**config.mk**
```make
export PLATFORM = sky130hd
export DESIGN_NAME = dio_sync_top
export DESIGN_NICKNAME = d
export VERILOG_FILES = /design/src/include/dio_pkg.sv /design/src/sync_rise.sv /design/src/tag_sender.sv /design/src/dio_sync_top.sv
export VERILOG_INCLUDE_DIRS = /design/src /design/src/include
export SDC_FILE = /design/constraint.sdc
export NUM_CORES = 1
export LEC_CHECK = 0
export BUFFER_PORTS_ARGS = -buffer_cell sky130_fd_sc_hd__buf_2
export CAP_MARGIN = 0
export CORE_AREA = 2 2 263 135
export DETAILED_ROUTE_END_ITERATION = 12
export DIE_AREA = 0 0 265 137
export PLACE_DENSITY = 0.73
export SYNTH_ARGS = -nofsm -noshare
export SYNTH_HDL_FRONTEND = slang
export SYNTH_HIERARCHICAL = 1
export SYNTH_SLANG_ARGS = --single-unit
export TNS_END_PERCENT = 30
```
**constraint.sdc**
```tcl
create_clock -name mclk -period 3.9 [get_ports mclk]
set_clock_uncertainty 0.15 [all_clocks]
set_input_delay 0 -clock mclk [delete_from_list [all_inputs] [get_ports mclk]]
set_output_delay 0 -clock mclk [all_outputs]
set_load 0.05 [all_outputs]
```
**src/include/dio_defs.svh**
```systemverilog
`ifndef DIO_DEFS_SVH
`define DIO_DEFS_SVH

// ****************************************
// Clock and timing
// ****************************************
`define CLK_HZ          40000000
`define US_TIME_NS      1000
`define US_CYCLES       ((`US_TIME_NS * (`CLK_HZ / 1000000)) / 1000)
`define START_PULSE_NS  500
`define START_PULSE_CYC ((`START_PULSE_NS * (`CLK_HZ / 1000000)) / 1000)
`define SEC_TIME_MS     1000
`define SEC_CYCLES      (`SEC_TIME_MS * (`CLK_HZ / 1000))
`define SEC_HIGH_MS     470
`define SEC_HIGH_CYCLES (`SEC_HIGH_MS * (`CLK_HZ / 1000))

// ****************************************
// Register offsets (byte addresses)
// ****************************************
`define DIR_OFS  8'h00
`define OUT_OFS  8'h04
`define IN_OFS   8'h08
`define CFG_OFS  8'h0c
`define CMD_OFS  8'h10
`define PER_OFS  8'h14
`define STAT_OFS 8'h18
`define MASK_OFS 8'h1c
`define INFO_OFS 8'h20

// ****************************************
// Fields and reset values
// ****************************************
`define CFG_START_LSB  0
`define CFG_SEC_LSB    2
`define CFG_STREAM_BIT 4
`define CMD_START_BIT  0
`define CMD_SAMPLE_BIT 1
`define MODE_EXT       2'h0
`define MODE_INT       2'h1
`define MODE_INTOUT    2'h2
`define CFG_RST        5'h00
`define OUT_RST        32'h0000_0000
`define PER_RST        14'h03e8
`define PER_MIN_US     14'h000a
`define PER_MAX_US     14'h2710
`define MASK_RST       3'h0
`define TAG_SEC_BIT    13
`define TAG_START_BIT  12

`endif

```
**src/include/dio_pkg.sv**
```systemverilog
package dio_pkg;

    // Packet word toward the crate controller
    typedef struct packed {
        logic        cmd;
        logic [23:0] body;
    } tagpkt_s;

    // Synchronisation events of one cycle
    typedef struct packed {
        logic sec;
        logic start;
    } tag_ev_s;

    // Tag sender states
    typedef enum logic [1:0] {
        TAG_IDLE = 2'b01,
        TAG_SEND = 2'b10
    } tag_state_e;

endpackage

```
**src/sync_rise.sv**
```systemverilog
`include "dio_defs.svh"

// Two-stage synchroniser with rising-edge detect behind it
module sync_rise #(
    parameter int W = 1
)(
    input  wire logic         clk,   // System clock
    input  wire logic         rst_b, // Async reset, active low
    input  wire logic [W-1:0] d,     // Raw pin levels
    output logic      [W-1:0] q,     // Synchronised levels
    output logic      [W-1:0] rise   // One-cycle rising-edge pulse
);
    logic [W-1:0] s1Reg;
    logic [W-1:0] s2Reg;
    logic [W-1:0] s3Reg;

    // Only the second stage reads the first
    always_ff @(posedge clk or negedge rst_b) begin
        if (!rst_b) begin
            s1Reg <= '0;
            s2Reg <= '0;
            s3Reg <= '0;
        end else begin
            s1Reg <= d;
            s2Reg <= s1Reg;
            s3Reg <= s2Reg;
        end
    end

    assign q    = s2Reg;
    assign rise = s2Reg & ~s3Reg; // see [RULE13]
endmodule

```
**src/tag_sender.sv**
```systemverilog
`include "dio_defs.svh"

// Holds pending tag events and hands one packet at a time out
module tag_sender (
    input  wire logic     clk,      // System clock
    input  wire logic     rst_b,    // Async reset, active low
    input  dio_pkg::tag_ev_s ev,    // Event pulses
    input  wire logic     pktReady, // Controller takes the packet
    output logic          pktValid, // Packet on offer
    output dio_pkg::tagpkt_s pkt,   // Packet word
    output logic          busy      // Packet waiting or events pending
);
    import dio_pkg::*;

    tag_state_e stateReg;
    tag_state_e stateNext;
    tag_ev_s    pendReg;
    tag_ev_s    pendNext;
    tagpkt_s    pktReg;
    tagpkt_s    pktNext;
    wire logic  load;

    // A new event during an outstanding packet waits in pend
    assign load = (stateReg == TAG_IDLE) && (pendReg != '0);
    assign pendNext = (load ? '0 : pendReg) | ev; // see [RULE6]

    // Tag word: command bit, second and start flags, rest zero
    always_comb begin
        pktNext = pktReg;
        stateNext = stateReg;
        case (stateReg)
            TAG_IDLE: begin
                if (load) begin
                    pktNext = '0;
                    pktNext.cmd = 1'b1; // see [RULE12]
                    pktNext.body[`TAG_SEC_BIT] = pendReg.sec;
                    pktNext.body[`TAG_START_BIT] = pendReg.start;
                    stateNext = TAG_SEND;
                end
            end
            TAG_SEND: begin
                if (pktReady) begin
                    stateNext = TAG_IDLE;
                end
            end
            default: stateNext = TAG_IDLE;
        endcase
    end

    always_ff @(posedge clk or negedge rst_b) begin
        if (!rst_b) begin
            stateReg <= TAG_IDLE;
            pendReg  <= '0;
            pktReg   <= '0;
        end else begin
            stateReg <= stateNext;
            pendReg  <= pendNext;
            pktReg   <= pktNext;
        end
    end

    assign pktValid = (stateReg == TAG_SEND);
    assign pkt      = pktReg;
    assign busy     = (stateReg == TAG_SEND) || (pendReg != '0);
endmodule

```
**src/dio_sync_top.sv**
```systemverilog
// Operation
// [RULE1] Thirty-two lines in four 8-bit ports serve as unclocked I/O; the code registers outputs and samples inputs on mclk.
// [RULE2] Software sets each port to input or output on its own.
// [RULE3] A port with the forced-output strap drives zero from reset.
// [RULE4] Undriven lines read high, or low in the pull-down build.
// [RULE5] Streamed sampling runs at a period from 10 ms down to 10 us.
// [RULE6] Every sync event sends one tag packet to the controller; events pending together share one packet.
// [RULE7] Start and second events are independent with own modes.
// [RULE8] Start comes from the start line or from a software command.
// [RULE9] Internal start may be driven out as a pulse on the line.
// [RULE10] Second events are external, internal 1 s, or internal out.
// [RULE11] All 32 outputs update together and inputs sample together.
// [RULE12] A tag packet has the command bit and two flags, else zero.
// [RULE13] External events fire on the rising edge of the sync line.
// [RULE14] A driven start pulse idles low and stays high for 500 ns.
// [RULE15] After reset, unforced ports and both sync lines are inputs.
// [RULE16] The 1 s timer counts system clocks; each wrap is one event.
`include "dio_defs.svh"

module dio_sync_top #(
    parameter logic [3:0] FORCE_OUT       = 4'h0,  // Forced-output straps
    parameter logic       PULL_DOWN       = 1'b0,  // Pull-down build
    parameter int         SEC_CYCLES      = `SEC_CYCLES,
    parameter int         SEC_HIGH_CYCLES = `SEC_HIGH_CYCLES
)(
    input  wire logic        mclk,     // 40 MHz system clock
    input  wire logic        rst_b,    // Async reset, active low
    input  wire logic        psel,     // APB select
    input  wire logic        penable,  // APB access phase
    input  wire logic        pwrite,   // APB write
    input  wire logic [7:0]  paddr,    // APB byte address
    input  wire logic [31:0] pwdata,   // APB write data
    output logic      [31:0] prdata,   // APB read data
    output logic             pready,   // APB ready
    output logic             pslverr,  // APB error
    input  wire logic [31:0] ioIn,     // Line levels in
    output logic      [31:0] ioOut,    // Line levels out
    output logic      [31:0] ioOe,     // Line output enables
    input  wire logic        startIn,  // Start sync line in
    output logic             startOut, // Start sync line out
    output logic             startOe,  // Start sync line enable
    input  wire logic        secIn,    // Second sync line in
    output logic             secOut,   // Second sync line out
    output logic             secOe,    // Second sync line enable
    output logic             pktValid, // Tag packet valid
    input  wire logic        pktReady, // Tag packet taken
    output dio_pkg::tagpkt_s pkt,      // Tag packet word
    output logic             irq       // Interrupt, active high
);
    import dio_pkg::*;

    localparam int START_CYC = `START_PULSE_CYC;

    // ****************************************
    // APB slave
    // ****************************************
    logic [3:0]  dirReg;
    logic [31:0] outReg;
    logic [31:0] inReg;
    logic [4:0]  cfgReg;
    logic [13:0] perReg;
    logic [2:0]  statReg;
    logic [2:0]  maskReg;
    logic [31:0] prdataReg;
    logic        preadyReg;
    logic        pslverrReg;
    logic        tagBusy;
    logic [33:0] pinQ;
    logic [33:0] pinRise;

    // One-hot register select from the byte address
    function automatic logic [8:0] decode(input logic [7:0] a);
        if (a == `DIR_OFS) decode = 9'h001;
        else if (a == `OUT_OFS) decode = 9'h002;
        else if (a == `IN_OFS) decode = 9'h004;
        else if (a == `CFG_OFS) decode = 9'h008;
        else if (a == `CMD_OFS) decode = 9'h010;
        else if (a == `PER_OFS) decode = 9'h020;
        else if (a == `STAT_OFS) decode = 9'h040;
        else if (a == `MASK_OFS) decode = 9'h080;
        else if (a == `INFO_OFS) decode = 9'h100;
        else decode = 9'h000;
    endfunction

    wire logic [8:0] sel    = decode(paddr);
    wire logic       setup  = psel & ~penable;
    wire logic       done   = psel & penable & preadyReg;
    wire logic       wrDone = done & pwrite;
    wire logic       rdStat = done & ~pwrite & sel[6];
    wire logic       wrCmd  = wrDone & sel[4];

    // Read data is latched in setup, so the access phase needs no wait
    wire logic [31:0] rdMux =
        sel[0] ? {28'h0, dirReg} :
        sel[1] ? outReg :
        sel[2] ? inReg :
        sel[3] ? {27'h0, cfgReg} :
        sel[5] ? {18'h0, perReg} :
        sel[6] ? {29'h0, statReg} :
        sel[7] ? {29'h0, maskReg} :
        sel[8] ? {26'h0, tagBusy, PULL_DOWN, FORCE_OUT} : // see [RULE4]
        32'h0;

    always_ff @(posedge mclk or negedge rst_b) begin
        if (!rst_b) begin
            prdataReg  <= 32'h0;
            preadyReg  <= 1'b0;
            pslverrReg <= 1'b0;
        end else begin
            prdataReg  <= setup ? rdMux : prdataReg;
            preadyReg  <= setup;
            pslverrReg <= setup & (sel == 9'h000);
        end
    end

    assign prdata  = prdataReg;
    assign pready  = preadyReg;
    assign pslverr = pslverrReg;

    // ****************************************
    // Control registers
    // ****************************************
    wire logic [13:0] perWr = pwdata[13:0];
    wire logic [13:0] perClamp =
        (perWr < `PER_MIN_US) ? `PER_MIN_US :
        (perWr > `PER_MAX_US) ? `PER_MAX_US : perWr; // see [RULE5]

    // Forced ports stay outputs whatever software writes
    wire logic [3:0]  dirNext = (wrDone & sel[0]) ?
        (pwdata[3:0] | FORCE_OUT) : dirReg; // see [RULE2] [RULE3]
    wire logic [31:0] outNext = (wrDone & sel[1]) ? pwdata : outReg;
    wire logic [4:0]  cfgNext = (wrDone & sel[3]) ? pwdata[4:0] : cfgReg;
    wire logic [13:0] perNext = (wrDone & sel[5]) ? perClamp : perReg;
    wire logic [2:0]  maskNext = (wrDone & sel[7]) ? pwdata[2:0] : maskReg;

    // Unforced ports come up as inputs, forced ones as outputs at zero
    always_ff @(posedge mclk or negedge rst_b) begin
        if (!rst_b) begin
            dirReg  <= FORCE_OUT; // see [RULE15] [RULE3]
            outReg  <= `OUT_RST;
            cfgReg  <= `CFG_RST; // see [RULE15]
            perReg  <= `PER_RST;
            maskReg <= `MASK_RST;
        end else begin
            dirReg  <= dirNext;
            outReg  <= outNext;
            cfgReg  <= cfgNext;
            perReg  <= perNext;
            maskReg <= maskNext;
        end
    end

    // ****************************************
    // Port lines
    // ****************************************
    logic [31:0] oeNext;
    logic [31:0] oeReg;

    // Each port direction bit spreads over its eight lines
    genvar p;
    generate
        for (p = 0; p < 4; p = p + 1) begin : g_port
            assign oeNext[8*p +: 8] = {8{dirNext[p]}}; // see [RULE1]
        end
    endgenerate

    // One register stage drives all 32 lines on the same edge
    always_ff @(posedge mclk or negedge rst_b) begin
        if (!rst_b) begin
            oeReg <= {{8{FORCE_OUT[3]}}, {8{FORCE_OUT[2]}},
                      {8{FORCE_OUT[1]}}, {8{FORCE_OUT[0]}}};
        end else begin
            oeReg <= oeNext; // see [RULE11]
        end
    end

    assign ioOut = outReg; // see [RULE11]
    assign ioOe  = oeReg;

    sync_rise #(
        .W(34)
    ) u_pins (
        .clk   (mclk),
        .rst_b (rst_b),
        .d     ({secIn, startIn, ioIn}),
        .q     (pinQ),
        .rise  (pinRise)
    );

    // ****************************************
    // Stream sampling
    // ****************************************
    logic [5:0]  usCntReg;
    logic [13:0] perCntReg;
    wire logic   streamEn = cfgReg[`CFG_STREAM_BIT];
    wire logic   usTick = (usCntReg == 6'(`US_CYCLES - 1));
    wire logic   sampleEv = streamEn & usTick & (perCntReg == perReg - 14'h1);
    wire logic   cmdSample = wrCmd & pwdata[`CMD_SAMPLE_BIT];

    // Microsecond prescaler then period counter; jitter stays under 1 us
    always_ff @(posedge mclk or negedge rst_b) begin
        if (!rst_b) begin
            usCntReg  <= 6'h0;
            perCntReg <= 14'h0;
        end else begin
            usCntReg  <= (!streamEn || usTick) ? 6'h0 : usCntReg + 6'h1;
            perCntReg <= !streamEn ? 14'h0 :
                         sampleEv ? 14'h0 :
                         usTick ? perCntReg + 14'h1 : perCntReg; // see [RULE5]
        end
    end

    // All inputs captured in one edge
    always_ff @(posedge mclk or negedge rst_b) begin
        if (!rst_b) begin
            inReg <= 32'h0;
        end else if (sampleEv || cmdSample) begin
            inReg <= pinQ[31:0]; // see [RULE11] [RULE5]
        end
    end

    // ****************************************
    // Start events
    // ****************************************
    wire logic [1:0] startMode = cfgReg[`CFG_START_LSB +: 2];
    wire logic [1:0] secMode   = cfgReg[`CFG_SEC_LSB +: 2];
    wire logic startExt = (startMode == `MODE_EXT);
    wire logic softStart = wrCmd & pwdata[`CMD_START_BIT] & ~startExt;
    wire logic startEv = startExt ? pinRise[32] : softStart; // see [RULE8]
    logic [4:0] startCntReg;
    logic       startOutReg;
    logic       startOeReg;

    // Pulse is armed only when the mode drives the line
    wire logic [4:0] startCntNext =
        (softStart && startMode == `MODE_INTOUT) ? 5'(START_CYC) :
        (startCntReg != 5'h0) ? startCntReg - 5'h1 : 5'h0; // see [RULE14]

    always_ff @(posedge mclk or negedge rst_b) begin
        if (!rst_b) begin
            startCntReg <= 5'h0;
            startOutReg <= 1'b0;
            startOeReg  <= 1'b0;
        end else begin
            startCntReg <= startCntNext;
            startOutReg <= (startCntNext != 5'h0); // see [RULE14]
            startOeReg  <= (startMode == `MODE_INTOUT); // see [RULE9]
        end
    end

    assign startOut = startOutReg;
    assign startOe  = startOeReg;

    // ****************************************
    // Second events
    // ****************************************
    logic [31:0] secCntReg;
    logic [31:0] secHiReg;
    logic        secOutReg;
    logic        secOeReg;
    wire logic   secInt = (secMode != `MODE_EXT);
    wire logic   secWrap = secInt & (secCntReg == 32'(SEC_CYCLES - 1));
    wire logic   secEv = secInt ? secWrap : pinRise[33]; // see [RULE10]
    wire logic   secDrive = (secMode == `MODE_INTOUT);

    wire logic [31:0] secHiNext =
        (secWrap && secDrive) ? 32'(SEC_HIGH_CYCLES) :
        (secHiReg != 32'h0) ? secHiReg - 32'h1 : 32'h0;

    // Timer free-runs in the internal modes; a wrap is one event
    always_ff @(posedge mclk or negedge rst_b) begin
        if (!rst_b) begin
            secCntReg <= 32'h0;
            secHiReg  <= 32'h0;
            secOutReg <= 1'b0;
            secOeReg  <= 1'b0;
        end else begin
            secCntReg <= (!secInt || secWrap) ? 32'h0 :
                         secCntReg + 32'h1; // see [RULE16]
            secHiReg  <= secHiNext;
            secOutReg <= secDrive && (secHiNext != 32'h0); // see [RULE10]
            secOeReg  <= secDrive; // see [RULE15]
        end
    end

    assign secOut = secOutReg;
    assign secOe  = secOeReg;

    // ****************************************
    // Tag packets and interrupt
    // ****************************************
    tag_ev_s tagEv;
    assign tagEv.start = startEv; // see [RULE7]
    assign tagEv.sec   = secEv; // see [RULE7]

    tag_sender u_tag (
        .clk      (mclk),
        .rst_b    (rst_b),
        .ev       (tagEv),
        .pktReady (pktReady),
        .pktValid (pktValid),
        .pkt      (pkt),
        .busy     (tagBusy)
    );

    // Read clears only the bits that were shown; new events still set
    wire logic [2:0] statNext =
        (statReg & ~(rdStat ? prdataReg[2:0] : 3'h0)) |
        {sampleEv, secEv, startEv};
    logic irqReg;

    always_ff @(posedge mclk or negedge rst_b) begin
        if (!rst_b) begin
            statReg <= 3'h0;
            irqReg  <= 1'b0;
        end else begin
            statReg <= statNext;
            irqReg  <= |(statNext & maskNext);
        end
    end

    assign irq = irqReg;

    // ****************************************
    // Checks
    // ****************************************
    logic [4:0] startHi;

    always_ff @(posedge mclk or negedge rst_b) begin
        if (!rst_b) begin
            startHi <= 5'h0;
        end else begin
            startHi <= startOut ? startHi + 5'h1 : 5'h0;
        end
    end
endmodule

```
# Word level (Yosys, flattened, before mapping)
# Index checks and enable logic that the tools add are counted.
# classes
n_lt_le_gt_ge	2
n_mux	37
n_reduce_logical	22
n_eq_ne	18
add_sub_neg	6
bitwise	29
# op_table
cell	count
$mux W32	6
$mux W14	7
$mux W9	9
$reduce_bool A32 Y1	2
$and A34 B34 Y34	1
$not A34 Y34	1
$add A32 B1 Y32 const B	1
$eq A32 B26 Y1 const B	1
$eq A8 B5 Y1 const B	4
$sub A32 B1 Y32 const B	1
$mux W6	4
$and A1 B1 Y1	19
$eq A8 B4 Y1 const B	2
$add A14 B1 Y14 const B	1
$eq A14 B14 Y1	1
$gt A14 B14 Y1 const B	1
$lt A14 B4 Y1 const B	1
$sub A14 B1 Y14 const B	1
$mux W5	2
$reduce_bool A5 Y1	2
$logic_not A9 Y1	1
$eq A8 B3 Y1 const B	1
$eq A8 B6 Y1 const B	1
$logic_not A8 Y1	1
24 further kinds	43
# totals
register_bits	355
input_bits	80

# Logic depth before layout (Yosys ltp)
# depth
depth_word	18
ltp_mapped	13

# Cells and area by module
# The synthesis kept the hierarchy.
# modules_own_cells
module	n_inst	area_each_um2	cells_each
dio_sync_top	1	10961.8	1047
sync_rise	1	3020.4	136
tag_sender	1	445.4	45

# Worst setup path after synthesis
# Ideal clock, no wire load.
# synth_timing
path_kind	reg2reg
start	reg perReg[0]
end	reg inReg[10]
path_buffers	3
stages_incl_launch_ff	13
synth_period_minus_slack_ns	3.355
arrival_time_ns	3.080
path_slack_ns	0.545
cell_sequence	dfrtp_1 > clkbuf_1 > inv_1 > ha_1 > or4b_4 > or4b_4 > a211oi_2 > a211oi_1 > and4bb_4 > a2bb2o_4 > buf_12 > buf_12 > mux2_4
# synth_between
elab_chain_cells	4
# synth_lines
item	line	text
start: declaration	dio_sync_top.sv:61	logic [13:0] perReg;
start signal: assignment	dio_sync_top.sv:142	perReg <= `PER_RST;
start signal: assignment	dio_sync_top.sv:148	perReg <= perNext;
$sub A14 B1 Y14	dio_sync_top.sv:197	wire logic sampleEv = streamEn & usTick & (perCntReg == perReg - 14'h1);
$eq A14 B14 Y1	dio_sync_top.sv:197	
$and A1 B1 Y1	dio_sync_top.sv:197	
$logic_or A1 B1 Y1	dio_sync_top.sv:217	end else if (sampleEv || cmdSample) begin
end signal: assignment	dio_sync_top.sv:218	inReg <= pinQ[31:0];
end: declaration	dio_sync_top.sv:59	logic [31:0] inReg;
# Every way passes these cells.
# A chain may end at the register's enable or synchronous reset.

# Final worst setup path
# layout_timing
start	reg perReg[0]
end	reg inReg[26]
# Same word-level chain as after synthesis.

==> metrics.md <==
| Metric | Value |
|---|---|
| First-pass GRT wire length | 54.3 mm |
| Worst path most repeated cell | or4b_4 |
| Wirelength, routed | 35.0 mm |
| H-Tree Depth | 1 |
| Post-route ant nets | 0 |
| FF-to-FF path depth | 10 |
| P per Cell Area | 413 nW/um^2 |
| WHS Endpoint | u_tag/stateReg[1] |
| Setup violators final | 0 |
| Slew headroom | 33.5% |
| Critical hold path startpoint | pktReady |
| Required time worst endpoint | 4.18 ns |
| DR iter-0 viols | 785 |
| Gate Count Post-Synth | 1164 |
| # DRC | 0 |
| Post-layout min period | 3.65 ns |
| Iteration count of the initial detailed-routing pass | 5 |
| Pleak | 7.89 nW |
| Worst R2R End | inReg[26] |
| Setup TNS | 0 ns |
| Crit path DAT | 3.93 ns |
| Die footprint | 36300 um^2 |
| Std-Cell Core Area | 34000 um^2 |
| Die width | 265 um |
| Outcome | finished clean |
| Worst Hold Class | primary input to register |
| Pins over their slew limit | 0 |
| CTS root buffer | clkbuf_16 |
| Number of hold buffers added after CTS | 123 |
| Row Count | 48 |
| Post-cts resize count | 0 |
| CP max-delay cell | or4b_4 |
| I/O Pins | 209 |
| Die Y | 137 um |
| Hold Path Cell Cnt | 3 |
| Ys Warns | 6 |
| Clk slew on worst S/H paths | 0.07 ns |
| Max Fclk | 274 MHz |
| CTS tree | yes |
| Share of cells above drive strength 1 | 24.2% |
| Reg area | 7470 um^2 |
| Largest net degree at the start of global routing | 94 |
| Multi-input logic area | 5100 um^2 |
| Slowest stage delay, CP | 0.54 ns |
| Worst setup path class | register to register |
| P&R area growth vs syn | 24.8% |
| Worst-margin pin slew | 0.994 ns |
| Cell Chain, Critical Path | inv_1, ha_1, or4b_4, or4b_4, a211oi_2, a211oi_1, and4bb_4, a2bb2o_4, buf_12, mux2_4 |
| RePlAce Congestion | 0.937 |
| Peak VDD IR | 351 uV |
| Filler Cells Inserted | 3022 |
| Via density per instance | 5.14 |
| Dpl hpwl | 23.5 mm |
| Final worst-path cycle share | 93.7% |
| Total CTS buffers | 27 |
| CP Launch Type | register |
| Final hold slack | 0.0555 ns |
| Final hold vios | 0 |
| Post-Place Setup Slack | 0.261 ns |
| Reg2Reg Setup Slack | 0.25 ns |
| Syn avg cell area | 11.3 um^2 |
| CP max FO | 15 |
| Port-buffer cells | 186 |
| Fin worst setup slack | 0.245 ns |
| Synthesized area | 13200 um^2 |
| Initial Util | 38.8% |
| Clock latency on the worst-skew pair | 0.55 ns |
| CTS Sinks | 298 |
| Max clock buf depth | 3 |
| Vias in the first global route | 9690 |
| RSZ-0062 raised after global routing | false |
| Initial antenna violation count | 1 |
| Nature of the critical path endpoint | register |
| Total vias in the final route | 9844 |
| Worst r2r src | perReg[0] |
| GRT Residual Overflow | 0 |
| Total Routing Usage GR | 19.1% |
| Max-cap viol count | 0 |
| WL per Instance | 18.3 um |
| Post-CTS Setup Bufs | 0 |
| Final nets | 1535 |
## layer usage
metal | GRT usage, % | part of all wire, %
met2 | 29.5 | 45
met5 | 0 | 0
met3 | 3.72 | 5.9
met4 | 4.17 | 1.8
met1 | 27.9 | 47
## cells in the final DEF, fill, tap and decap left out, drive strengths merged, types with 10 or more instances in the layout
cell and count:
dfrtp 291, a22oi 21, xnor2 45, nand2 89
buf 207, nor4 17, o21ai 25, inv 24
nor2 139, a21oi 43, nor3 22, dlygate4sd3 121
and3 13, conb 22, clkbuf 33, mux2i 11
nand4 27, a22o 10, nand3 36, xor2 37
mux2 76
## metrics by stage
| stage | instances | cell area, um^2 | util, % | power (mW) |
|---|---|---|---|---|
| 2_1_floorplan | 1185 | 13300 | - | 3.88 |
| 4_1_cts | 1914 | 16500 | 48.4 | 6.87 |
| 6_report | 1915 | 16500 | 48.4 | 6.79 |
| 3_3_place_gp | 1745 | 14400 | 42.2 | 4.12 |
| 3_5_place_dp | 1745 | 14400 | 42.2 | 4.15 |
| 5_1_grt | 1915 | 16500 | 48.4 | 7.07 |
## area by class of cell
type	instances	share of cell area, %
Inverter	24	0.547
Clock buffer	33	4.48
Multi-Input combinational cell	768	31.0
Antenna cell	1	0.0152
Timing Repair Buffer	328	14.5
Tap cell	450	3.42
Sequential cell	298	45.4
Clock inverter	13	0.638
## sequential cells by signal, summed over array words and instances, names as in the netlist, 14 cells and up
| name | cells |
|---|---|
| secHiReg | 32 |
| u_pins/s1Reg | 34 |
| perCntReg | 14 |
| ioOut | 32 |
| perReg | 14 |
| prdata | 32 |
| secCntReg | 32 |
| inReg | 32 |
| u_pins/q | 34 |
## worst max-delay path by stage
stage	startpoint	end	slack (ns)	cells after the start
2_1_floorplan	perReg[0]	inReg[10]	0.55	12
3_3_place_gp	perReg[0]	inReg[27]	0.34	10
3_5_place_dp	perReg[0]	inReg[29]	0.26	10
4_1_cts	perReg[0]	inReg[26]	0.26	10
5_1_grt	perReg[0]	inReg[26]	0.11	10
6_report	perReg[0]	inReg[26]	0.25	10
## worst max-delay path: cells and delay by family (launching register included)
family | cells | cell delay (ns)
AO/OA/AOI/OAI | 3 | 0.60
adder cells (fa/ha/maj) | 1 | 0.25
buffers and inverters | 2 | 0.31
flip-flops | 1 | 0.46
multiplexers | 1 | 0.31
AND/OR/NAND/NOR | 3 | 1.43
## report_power, final
group	internal [mW]	leakage, nW	switching (mW)
clock network	1.41	0.414	1.19
logic	0.285	3.61	0.569
registers	3.24	3.86	0.0986
total	4.93	7.89	1.86
Note: power is estimated with default switching activity, not from simulation.
